**config.mk**
```make
export PLATFORM = sky130hd
export DESIGN_NAME = lir_regs
export DESIGN_NICKNAME = d
export VERILOG_FILES = /design/src/include/lir_pkg.sv /design/src/core/lir_regs.sv
export SDC_FILE = /design/constraint.sdc
export NUM_CORES = 1
export LEC_CHECK = 0
export ABC_CLOCK_PERIOD_IN_PS = 5400
export BUFFER_PORTS_ARGS = -buffer_cell sky130_fd_sc_hd__clkbuf_2
export CELL_PAD_IN_SITES_DETAIL_PLACEMENT = 1
export CELL_PAD_IN_SITES_GLOBAL_PLACEMENT = 1
export CORE_UTILIZATION = 46
export DETAILED_ROUTE_END_ITERATION = 16
export HOLD_SLACK_MARGIN = 0.08
export PLACE_DENSITY_LB_ADDON = 0.1
export SYNTH_ARGS = -nofsm -noshare
export SYNTH_HDL_FRONTEND = slang
export SYNTH_SLANG_ARGS = --single-unit
```
**constraint.sdc**
```tcl
create_clock -name CORE_CLK -period 5.4 [get_ports CORE_CLK]
set_input_delay 0.27 -clock CORE_CLK [delete_from_list [all_inputs] [get_ports CORE_CLK]]
set_output_delay 0.27 -clock CORE_CLK [all_outputs]
set_load 0.02 [all_outputs]
```
**src/include/lir_pkg.sv**
```systemverilog
// Purpose: shared constants for the link id-rom and retry register bank
// Assumes: 32-bit apb data, byte addresses, one 50 MHz core clock
// Notes: offsets are byte addresses of aligned words
`default_nettype none
package lir_pkg;
  // ---------------------------------------------------------------
  // bus geometry
  // ---------------------------------------------------------------
  localparam int ADDR_W = 8;                      // apb address width
  localparam logic [7:0] OFS_VERSION = 8'h00;     // holds id_rom_present
  localparam logic [7:0] OFS_ROM_ACCESS = 8'h04;  // id_rom_byte_access
  localparam logic [7:0] OFS_RETRY = 8'h08;       // async_transmit_retry_limits
  localparam logic [7:0] OFS_SWAP_DATA = 8'h0c;   // compare_swap_new_value
  localparam logic [7:0] OFS_SWAP_CTRL = 8'h14;   // compare_swap_target_select
  // ---------------------------------------------------------------
  // field positions
  // ---------------------------------------------------------------
  localparam int BIT_ROM_PRESENT = 24;   // in version word
  localparam int BIT_ADDR_CLEAR = 31;    // rom_address_clear
  localparam int BIT_READ_GO = 25;       // rom_byte_read_go
  localparam int POS_ROM_VALUE = 16;     // rom_byte_value, bits 23..16
  localparam int POS_REQ_RETRY = 0;      // async_request_retry_max, 3..0
  localparam int POS_RESP_RETRY = 4;     // async_response_retry_max, 7..4
  localparam int POS_PHYS_RETRY = 8;     // phys_response_retry_max, 11..8
  localparam logic [31:0] RETRY_RW_MASK = 32'h0000_0fff; // writable retry bits
  // ---------------------------------------------------------------
  // reset values and counts
  // ---------------------------------------------------------------
  localparam logic [7:0] SMALL_ROM_RESET = 8'h00;   // no small option rom
  localparam logic [11:0] RETRY_RESET = 12'h000;    // all limits zero
  localparam logic [7:0] DL_SMALL_ROM_OFS = 8'h28;  // eeprom word loaded at boot
  localparam logic [1:0] BOOT_SETTLE_CYC = 2'h3;    // wait for presence sync
  // ---------------------------------------------------------------
  // rom access sequencer states
  // ---------------------------------------------------------------
  typedef enum logic [3:0] {
    LIR_BOOT = 4'h1,  // settle after reset
    LIR_DL = 4'h2,    // automatic small-rom offset download
    LIR_IDLE = 4'h4,  // waiting for software
    LIR_RD = 4'h8     // software byte read in flight
  } lir_rom_state_t;
endpackage : lir_pkg
`default_nettype wire

```
**src/core/lir_regs.sv**
```systemverilog
// Purpose: apb bank for id-rom byte access, retry limits and compare-swap data
// Assumes: eeprom engine and transmit units on CORE_CLK; only EE_PRESENT async
// Notes: zero-wait apb slave; unmapped addresses answer with PSLVERR
`default_nettype none
module lir_regs
  import lir_pkg::*;
(
  input wire logic CORE_CLK,
  input wire logic RST_N,
  input wire logic PSEL,
  input wire logic PENABLE,
  input wire logic PWRITE,
  input wire logic [ADDR_W-1:0] PADDR,
  input wire logic [31:0] PWDATA,
  output logic [31:0] PRDATA,
  output logic PREADY,
  output logic PSLVERR,
  input wire logic EE_PRESENT,
  output logic ROM_RD_REQ,
  output logic [7:0] ROM_RD_ADDR,
  input wire logic ROM_RD_ACK,
  input wire logic [7:0] ROM_RD_DATA,
  input wire logic [2:0] TX_NEW_PACKET,
  input wire logic [2:0] TX_ACK_SEEN,
  input wire logic [2:0] TX_ACK_RETRYABLE,
  output logic [2:0] TX_RESEND,
  output logic [2:0] TX_ABANDON,
  input wire logic CSW_SUCCESS,
  input wire logic [31:0] CSW_NEW_DATA,
  output logic [1:0] CSW_SELECT
);
  // ---------------------------------------------------------------
  // state
  // ---------------------------------------------------------------
  logic pres_meta_r;                      // first sync stage only
  logic pres_r;                           // synchronised rom presence
  logic pready_r, pready_nxt;             // apb ready
  logic pslverr_r, pslverr_nxt;           // apb error
  logic [31:0] prdata_r, prdata_nxt;      // apb read data
  lir_rom_state_t st_r, st_nxt;           // rom sequencer
  logic [1:0] boot_r, boot_nxt;           // settle counter
  logic req_r, req_nxt;                   // request to eeprom engine
  logic [7:0] radr_r, radr_nxt;           // byte address sent out
  logic [7:0] rom_addr_r, rom_addr_nxt;   // software byte pointer
  logic clear_r, clear_nxt;               // rom_address_clear
  logic go_r, go_nxt;                     // rom_byte_read_go
  logic [7:0] value_r, value_nxt;         // rom_byte_value
  logic [7:0] small_r, small_nxt;         // small_rom_offset
  logic [11:0] retry_r, retry_nxt;        // three retry limits
  logic [31:0] swap_r, swap_nxt;          // compare_swap_new_value
  logic [1:0] sel_r, sel_nxt;             // compare_swap_target_select
  logic acc, wr;                          // apb access phase and write
  logic [31:0] rom_word;                  // assembled rom access word
  logic sw_rom_wr;                        // software write to the rom access word
  assign acc = PSEL && PENABLE && pready_r;
  assign wr = acc && PWRITE;
  assign sw_rom_wr = wr && PADDR == OFS_ROM_ACCESS;

  // ---------------------------------------------------------------
  // presence synchroniser
  // ---------------------------------------------------------------
  // two flops: the strap pin is not on CORE_CLK
  always_ff @(posedge CORE_CLK or negedge RST_N) begin
    if (!RST_N) begin
      pres_meta_r <= 1'b0;
      pres_r <= 1'b0;
    end else begin
      pres_meta_r <= EE_PRESENT;
      pres_r <= pres_meta_r;
    end
  end
  assign rom_word = pres_r ? {clear_r, 5'h00, go_r, 1'b0, value_r, 8'h00, small_r} : 32'h0;
  // ---------------------------------------------------------------
  // apb slave
  // ---------------------------------------------------------------
  // read data is fetched in the setup cycle so every output is a flop
  always_comb begin
    pready_nxt = PSEL && !PENABLE;
    pslverr_nxt = pslverr_r;
    prdata_nxt = prdata_r;
    if (PSEL && !PENABLE) begin
      pslverr_nxt = 1'b0;
      prdata_nxt = 32'h0;
      case (PADDR)
        OFS_VERSION: prdata_nxt[BIT_ROM_PRESENT] = pres_r;
        OFS_ROM_ACCESS: prdata_nxt = rom_word;
        OFS_RETRY: prdata_nxt = {20'h0, retry_r};
        OFS_SWAP_DATA: prdata_nxt = swap_r;
        OFS_SWAP_CTRL: prdata_nxt = {30'h0, sel_r};
        default: pslverr_nxt = 1'b1;   // unmapped word
      endcase
    end else if (acc) begin
      pslverr_nxt = 1'b0;
    end
  end
  always_ff @(posedge CORE_CLK or negedge RST_N) begin
    if (!RST_N) begin
      pready_r <= 1'b0;
      pslverr_r <= 1'b0;
      prdata_r <= 32'h0;
    end else begin
      pready_r <= pready_nxt;
      pslverr_r <= pslverr_nxt;
      prdata_r <= prdata_nxt;
    end
  end
  // ---------------------------------------------------------------
  // rom access sequencer
  // ---------------------------------------------------------------
  // hardware clears first, software sets after, so a set is never lost
  always_comb begin
    st_nxt = st_r;
    boot_nxt = boot_r;
    req_nxt = req_r;
    radr_nxt = radr_r;
    rom_addr_nxt = rom_addr_r;
    clear_nxt = clear_r;
    go_nxt = go_r;
    value_nxt = value_r;
    small_nxt = small_r;
    case (st_r)
      LIR_BOOT: begin
        if (boot_r != BOOT_SETTLE_CYC) begin
          boot_nxt = boot_r + 2'h1;
        end else if (pres_r) begin
          st_nxt = LIR_DL;
          req_nxt = 1'b1;
          radr_nxt = DL_SMALL_ROM_OFS;
        end else begin
          st_nxt = LIR_IDLE;   // no eeprom: offset stays at reset value
        end
      end
      LIR_DL: begin
        if (ROM_RD_ACK) begin
          req_nxt = 1'b0;
          small_nxt = ROM_RD_DATA;
          st_nxt = LIR_IDLE;
        end
      end
      LIR_IDLE: begin
        if (clear_r) begin
          rom_addr_nxt = 8'h00;
          clear_nxt = 1'b0;
        end else if (go_r) begin
          req_nxt = 1'b1;
          radr_nxt = rom_addr_r;
          st_nxt = LIR_RD;
        end
      end
      LIR_RD: begin
        if (ROM_RD_ACK) begin
          req_nxt = 1'b0;
          value_nxt = ROM_RD_DATA;
          go_nxt = 1'b0;
          rom_addr_nxt = rom_addr_r + 8'h01;   // walk the rom bytewise
          st_nxt = LIR_IDLE;
        end
      end
      default: st_nxt = LIR_BOOT;
    endcase
    if (wr && PADDR == OFS_ROM_ACCESS && pres_r) begin
      if (PWDATA[BIT_ADDR_CLEAR]) begin
        clear_nxt = 1'b1;
      end
      if (PWDATA[BIT_READ_GO]) begin
        go_nxt = 1'b1;
      end
    end
  end
  always_ff @(posedge CORE_CLK or negedge RST_N) begin
    if (!RST_N) begin
      st_r <= LIR_BOOT;
      boot_r <= 2'h0;
      req_r <= 1'b0;
      radr_r <= 8'h00;
      rom_addr_r <= 8'h00;
      clear_r <= 1'b0;
      go_r <= 1'b0;
      value_r <= 8'h00;
      small_r <= SMALL_ROM_RESET;
    end else begin
      st_r <= st_nxt;
      boot_r <= boot_nxt;
      req_r <= req_nxt;
      radr_r <= radr_nxt;
      rom_addr_r <= rom_addr_nxt;
      clear_r <= clear_nxt;
      go_r <= go_nxt;
      value_r <= value_nxt;
      small_r <= small_nxt;
    end
  end
  // ---------------------------------------------------------------
  // retry limits, compare-swap data and selector
  // ---------------------------------------------------------------
  always_comb begin
    retry_nxt = retry_r;
    swap_nxt = swap_r;
    sel_nxt = sel_r;
    if (wr && PADDR == OFS_RETRY) begin
      retry_nxt = PWDATA[11:0];
    end
    if (wr && PADDR == OFS_SWAP_CTRL) begin
      sel_nxt = PWDATA[1:0];
    end
    if (CSW_SUCCESS) begin
      swap_nxt = CSW_NEW_DATA;
    end
  end
  // swap word needs no particular reset value; zero keeps x out of sims
  always_ff @(posedge CORE_CLK or negedge RST_N) begin
    if (!RST_N) begin
      retry_r <= RETRY_RESET;
      swap_r <= 32'h0;
      sel_r <= 2'h0;
    end else begin
      retry_r <= retry_nxt;
      swap_r <= swap_nxt;
      sel_r <= sel_nxt;
    end
  end
  // ---------------------------------------------------------------
  // per-unit retry counters: 0 request, 1 async response, 2 physical
  // ---------------------------------------------------------------
  logic [2:0] resend_r, abandon_r;
  generate
    for (genvar u = 0; u < 3; u++) begin : g_unit
      logic [3:0] cnt_r, cnt_nxt;    // retries spent on this packet
      logic [3:0] lim;               // programmed limit
      logic rs_nxt, ab_nxt;
      assign lim = retry_r[u*4 +: 4];
      always_comb begin
        cnt_nxt = cnt_r;
        rs_nxt = 1'b0;
        ab_nxt = 1'b0;
        if (TX_NEW_PACKET[u]) begin
          cnt_nxt = 4'h0;
        end else if (TX_ACK_SEEN[u] && TX_ACK_RETRYABLE[u]) begin
          if (cnt_r < lim) begin
            cnt_nxt = cnt_r + 4'h1;
            rs_nxt = 1'b1;
          end else begin
            ab_nxt = 1'b1;   // limit spent: report failure upward
          end
        end
      end
      always_ff @(posedge CORE_CLK or negedge RST_N) begin
        if (!RST_N) begin
          cnt_r <= 4'h0;
          resend_r[u] <= 1'b0;
          abandon_r[u] <= 1'b0;
        end else begin
          cnt_r <= cnt_nxt;
          resend_r[u] <= rs_nxt;
          abandon_r[u] <= ab_nxt;
        end
      end

    end
  endgenerate
  // ---------------------------------------------------------------
  // outputs
  // ---------------------------------------------------------------
  assign PRDATA = prdata_r;
  assign PREADY = pready_r;
  assign PSLVERR = pslverr_r;
  assign ROM_RD_REQ = req_r;
  assign ROM_RD_ADDR = radr_r;
  assign TX_RESEND = resend_r;
  assign TX_ABANDON = abandon_r;
  assign CSW_SELECT = sel_r;
endmodule : lir_regs
`default_nettype wire

```
==> flow_summary.json, run 1 <==
{
  "status": "complete, no violations",
  "die_y_um": 119,
  "antenna_found_initial": 0,
  "tightest_slew_ns": 0.977,
  "cts_root_buffer": "clkbuf_16",
  "comb_power_share": 0.144,
  "fmax_ghz": 0.391,
  "grt_first_pass_wirelength_um": 27400,
  "finalInstanceArea_um2": 8050,
  "cts_tree": "done",
  "maxSlewHeadroom": 0.343,
  "p_per_area_nw_per_um2": 373,
  "wire_per_inst_um": 19.2,
  "htreeDepth": 4,
  "crit_arrival_ns": 2.90,
  "rsz0062_at_grt": "false",
  "min_period_ns": 2.55,
  "leakagePower_nw": 3.81,
  "slew_viol_final": 0,
  "setup_ws_ns": 2.85,
  "r2r-start": "st_r[3]",
  "synth-seq-cells": 141,
  "peakVddDrop_mv": 0.234,
  "fillers": 1391,
  "dpl_worst_slack_ns": 2.96,
  "critPathLaunchType": "flip-flop",
  "hold_buffers": 34,
  "switching_power_uw": 750,
  "wl_met1_um": 6930,
  "grt.overflow.total": 0,
  "drive_gt1_frac": 0.348,
  "cap_viol_max_count": 0,
  "drt-pass1-iter-count": 4,
  "cp.required_ns": 5.74,
  "grt.total_usage": 0.253,
  "fin_skew_ns": 0.00714,
  "drc_errors": 0,
  "cts.sinks": 141,
  "port_buffers": 129,
  "yosysWarnings": 0,
  "min_path_cells": 2,
  "synth_area_um2": 6300,
  "synth.top_cell.area_share": 0.556,
  "cts_buffer_depth": 2,
  "tns_ns": 0,
  "synth_flop_cell": "dfrtp_1",
  "drt_wl_total_um": 16600,
  "globalplace.congestion": 0.761,
  "r2r_slack_ns": 2.85,
  "numCtsBuffers": 17,
  "synthCells": 516,
  "synth_edf_count": 0,
  "start_util": 0.474,
  "wl_met3_um": 808,
  "synth_top_cell_by_area": "dfrtp_1",
  "timing.rr.end": "rom_addr_r[4]",
  "dp.final_hpwl_um": 10800,
  "drt_iter0_markers": 184,
  "syn-num-nets": 627,
  "vias_per_cell": 5.46,
  "first_global_vias": 5074,
  "synth_async_sr_flop_share": 1.00,
  "swShare": 0.250,
  "seqPwrFrac": 0.423,
  "grt_max_degree": 84,
  "io_pins": 148,
  "p_int_mw": 2.25,
  "crit_fanout": 13,
  "nets": 788,
  "dpl_cell_area_um2": 7050,
  "ant_nets": 0,
  "synthDistinctLibCells": 56,
  "crit_type": "reg -> reg",
  "wl_met2_um": 8540,
  "cp-end-kind": "flip-flop",
  "clk_pin_slew_ns": 0.06,
  "diodes": 0,
  "timing.hold.ws_ns": 0.0915,
  "area_growth_pct": 27.9,
  "hold_violations": 0,
  "avgSynthCellArea_um2": 12.2,
  "total_power_mw": 3.00,
  "cts_setup_buffers": 0,
  "die_x_um": 119,
  "instances_no_fill": 865,
  "utilization": 0.606,
  "finalCritPeriodShare": 0.473,
  "hold_path.startpoint": "PWDATA[9]",
  "cts.repair.resized": 0,
  "dr_total_vias": 4721,
  "rr_worst_depth": 4,
  "whs_endpoint": "retry_r[9]",
  "yosys-top-cells-area": "dfrtp_1 (56%), mux2_2 (11%), nand2_1 (2.9%)",
  "insertion_delay_ns": 0.42,
  "die_area_um2": 14200,
  "rows": 42,
  "dpl.cell_count": 800,
  "synth.cells.most_frequent": "dfrtp_1 (140), mux2_2 (62), nand2_1 (48), o21ai_0 (26), nor2_1 (25)",
  "core_um2": 13300,
  "highest_layer": "met4",
  "synth_most_common_cell": "dfrtp_1",
  "finalSetupViolCount": 0,
  "hold_path_class": "in -> reg",
  "yosysSeqAreaShare": 0.561,
  "p_clk_frac": 0.433
}
## worst max-delay path, stage by stage, from the launching register on
cell	delay, ns
dfrtp_1	0.64
nor4b_1	0.65
nand2_1	0.54
or3_1	0.50
a21oi_1	0.15
## worst max path at each step
stage          startpoint        endpoint  slack [ns]  cells past startpoint
3_5_place_dp      st_r[3]   rom_addr_r[4]        2.96                      4
2_1_floorplan     st_r[0]  ROM_RD_ADDR[3]        3.35                      6
4_1_cts           st_r[3]   rom_addr_r[4]        2.81                      4
5_1_grt           st_r[3]   rom_addr_r[4]        2.59                      4
3_3_place_gp      st_r[3]   rom_addr_r[4]        3.04                      4
6_report          st_r[3]   rom_addr_r[4]        2.85                      4
## logic make-up after synthesis
group           after synthesis  synth area share
flops                       141             0.561
simple gates                128             0.105
compound gates              100             0.116
mux                          81             0.143
buf+inv                      40            0.0306
fa+ha+maj                    14            0.0278
xor+xnor                     12            0.0167
## registers in the layout, summed over array words and instances (netlist names), 3 cells and up
register,flops
PRDATA,32
swap_r,32
g_unit.cnt_r,12
retry_r,12
ROM_RD_ADDR,8
rom_addr_r,8
small_r,8
value_r,8
st_r,4
TX_ABANDON,3
TX_RESEND,3
## cells in the final DEF, fill, tap and decap left out, types with 7 or more instances in the layout
cell and instances:
o31ai_1 13, clkbuf_2 128, dfrtp_1 140, mux2_2 62, nand3_1 11, a21oi_1 7
clkbuf_16 17, nor2_1 25, inv_1 18, a22o_1 17, a22oi_1 17, ha_1 14
mux2i_1 16, xor2_1 8, nand2_1 48, o21ai_0 26, dlygate4sd3_1 34
## final cells by class
class | instances | area, um2 | area share
Clock inverter | 9 | 183 | 0.0227
Sequential cell | 141 | 3530 | 0.438
Multi-Input combinational cell | 335 | 2580 | 0.320
Clock buffer | 22 | 474 | 0.0589
Inverter | 18 | 67.6 | 0.00839
Tap cell | 176 | 220 | 0.0274
Timing Repair Buffer | 164 | 1000 | 0.124
## metal layers
metal,vias up,global-route usage
li1,2180,-
met1,2404,0.309
met2,110,0.435
met3,27,0.0623
met4,0,0.0910
met5,-,0
## power groups by stage
| stage | combinational, mW | sequential [mW] | clock [mW] |
|---|---|---|---|
| after global routing | 0.475 | 1.29 | 1.36 |
| after detailed placement | 0.410 | 1.29 | 0 |
| after global placement | 0.393 | 1.28 | 0 |
| after floorplan | 0.313 | 1.26 | 0 |
| after CTS | 0.437 | 1.27 | 1.32 |
| final | 0.432 | 1.27 | 1.30 |
(Power assumes the default switching activity.)
==> run 2, diff against run 1 <==
ABC_AREA = 1   (was unset)
ABC_CLOCK_PERIOD_IN_PS = 2400   (was 5400)
CORE_UTILIZATION = 40   (was 46)
clock period = 2.4 ns   (was 5.4 ns; I/O delays follow)
==> run 2 against run 1 <==
Effect of this change:
- non-clock buffer count increased by 39
- clock power increased by 96%
- largest power group is now registers
- synthesized cell count increased by 47%
- clock skew about the same
- hold slack improved by 0.086 ns
- power increased by 120%
- first-iteration DRC count increased by 29%
- combinational power increased to 2.7 times the previous value
- routed wire length increased by 12%
- sequential power increased by 120%
==> flow_summary.json, run 2 <==
{
  "status": "complete, no violations",
  "dp.final_hpwl_um": 12800,
  "p_clk_frac": 0.392,
  "grt.total_usage": 0.234,
  "die_x_um": 131,
  "vias_per_cell": 4.97,
  "cts.sinks": 141,
  "clk_pin_slew_ns": 0.06,
  "cp.required_ns": 2.70,
  "synthDistinctLibCells": 35,
  "min_period_ns": 1.69,
  "start_util": 0.413,
  "synth.top_cell.area_share": 0.528,
  "yosysSeqAreaShare": 0.532,
  "core_um2": 16100,
  "synthCells": 760,
  "yosys-top-cells-area": "dfrtp_1 (53%), nand2_1 (12%), inv_1 (4.8%)",
  "syn-num-nets": 871,
  "cts_buffer_depth": 2,
  "cts.repair.resized": 0,
  "first_global_vias": 6326,
  "nets": 1066,
  "final_common_cell": "nand2_1",
  "slew_viol_final": 0,
  "cap_viol_max_count": 0,
  "swShare": 0.282,
  "ant_nets": 0,
  "htreeDepth": 4,
  "p_per_area_nw_per_um2": 746,
  "synth_top_cell_by_area": "dfrtp_1",
  "drc_errors": 0,
  "fillers": 1877,
  "cts_tree": "done",
  "grt_first_pass_wirelength_um": 30800,
  "timing.hold.ws_ns": 0.178,
  "wire_per_inst_um": 15.7,
  "die_area_um2": 17100,
  "peakVddDrop_mv": 0.549,
  "cts_root_buffer": "clkbuf_16",
  "p_int_mw": 4.67,
  "rsz0062_at_grt": "false",
  "drive_gt1_frac": 0.215,
  "finalSetupViolCount": 0,
  "rows": 46,
  "fmax_ghz": 0.591,
  "drt_iter0_markers": 238,
  "die_y_um": 131,
  "synth_edf_count": 0,
  "avgSynthCellArea_um2": 8.73,
  "synth_most_common_cell": "nand2_1",
  "tightest_slew_ns": 0.820,
  "insertion_delay_ns": 0.42,
  "synth_flop_cell": "dfrtp_1",
  "maxSlewHeadroom": 0.453,
  "switching_power_mw": 1.84,
  "grt.overflow.total": 0,
  "numCtsBuffers": 17,
  "drt_wl_total_um": 18600,
  "synth_area_um2": 6640,
  "port_buffers": 129,
  "drt-pass1-iter-count": 4,
  "io_pins": 148,
  "synth-seq-cells": 141,
  "area_growth_pct": 31.3,
  "fin_skew_ns": 0.00735,
  "seqPwrFrac": 0.428,
  "crit_type": "reg -> reg",
  "globalplace.congestion": 0.819,
  "comb_power_share": 0.179,
  "antenna_found_initial": 0,
  "synth_async_sr_flop_share": 1.00,
  "finalCritPeriodShare": 0.706,
  "tns_ns": 0,
  "dr_total_vias": 5880,
  "yosysWarnings": 0,
  "synth.cells.most_frequent": "nand2_1 (215), dfrtp_1 (140), inv_1 (84), nand3_1 (58), o21ai_0 (51)",
  "crit_fanout": 22,
  "grt_max_degree": 75,
  "critPathLaunchType": "flip-flop",
  "final_cell_mix": "nand2_1 (215), dfrtp_1 (140), clkbuf_2 (128)",
  "hold_path_class": "in -> reg",
  "leakagePower_nw": 4.56,
  "crit_arrival_ns": 2.00,
  "hold_violations": 0,
  "cp-end-kind": "flip-flop"
}
[run 2: repair_timing]
action | 4_1_cts | 5_1_grt
endpoints found under the hold margin | 156 | 0
hold buffers | 67 | 0
endpoints found under the setup margin | 0 | 0
buffers inserted | 0 | 0
[run 2: worst max-delay path, cell delays in order (launching register included)]
cell,delay [ns]
dfrtp_1,0.45
inv_1,0.08
nor2_2,0.13
nand3_2,0.35
nand2_2,0.35
nand3_1,0.10
nand2_1,0.07
nor2_1,0.04
[run 2: final timing paths]
| path | slack, ns | startpoint | to | depth (start not counted) |
|---|---|---|---|---|
| setup / recovery | 0.71 | st_r[3] | rom_addr_r[4] | 7 |
| hold / removal | 0.18 | TX_ACK_SEEN[2] | TX_RESEND[2] | 5 |
| setup reg to reg | 0.71 | st_r[3] | rom_addr_r[4] | 7 |
| hold reg to reg | 0.36 | pres_meta_r | pres_r | 0 |
| max in group asynchronous | 1.41 | RST_N | PRDATA[24] | 3 |
| min in group asynchronous | 0.32 | RST_N | ROM_RD_ADDR[4] | 2 |
[run 2: cell type report]
class	instances	area [um2]	share of cell area
clock inverter	6	86.3	0.00991
clock buffer	24	482	0.0553
timing repair buffer	203	1400	0.161
inverter	87	327	0.0375
antenna	1	2.50	0.000287
multi-input combinational	505	2620	0.300
tap	216	270	0.0310
sequential	141	3530	0.405
[run 2: through the flow]
| stage | utilization | worst slack (ns) | area [um2] | cells | total power, mW |
|---|---|---|---|---|---|
| after global placement | 0.465 | 0.759 | 7470 | 1085 | 3.84 |
| final | 0.543 | 0.707 | 8710 | 1183 | 6.50 |
| after CTS | 0.543 | 0.695 | 8710 | 1182 | 6.59 |
| after global routing | 0.543 | 0.520 | 8710 | 1182 | 6.85 |
| after detailed placement | 0.465 | 0.704 | 7470 | 1085 | 3.92 |
| after floorplan | - | 1.03 | 6640 | 760 | 3.59 |
[run 2: power by group through the flow]
stage | combinational, mW | sequential [mW] | clock [mW]
3_5_place_dp | 1.10 | 2.82 | 0
5_1_grt | 1.32 | 2.82 | 2.72
4_1_cts | 1.19 | 2.78 | 2.61
6_report | 1.17 | 2.79 | 2.55
3_3_place_gp | 1.03 | 2.81 | 0
2_1_floorplan | 0.766 | 2.82 | 0
[run 2: per-layer routing]
metal  vias up  track usage  wire length [um]
met4         0       0.0690               246
met3        25       0.0436               566
li1       2849            -                 -
met1      2895        0.285              8190
met2       111        0.419              9580
met5         -            0                 0
[run 2: cells by family after synthesis]
family / after synthesis / share of synthesized area
xor gates and xnor gates: 7 / 0.00924
and+or+nand+nor: 362 / 0.245
muxes: 10 / 0.0170
AOI/OAI and AO/OA: 112 / 0.0969
DFF: 141 / 0.532
buffers and inverters: 114 / 0.0737
adders and majority gates: 14 / 0.0264
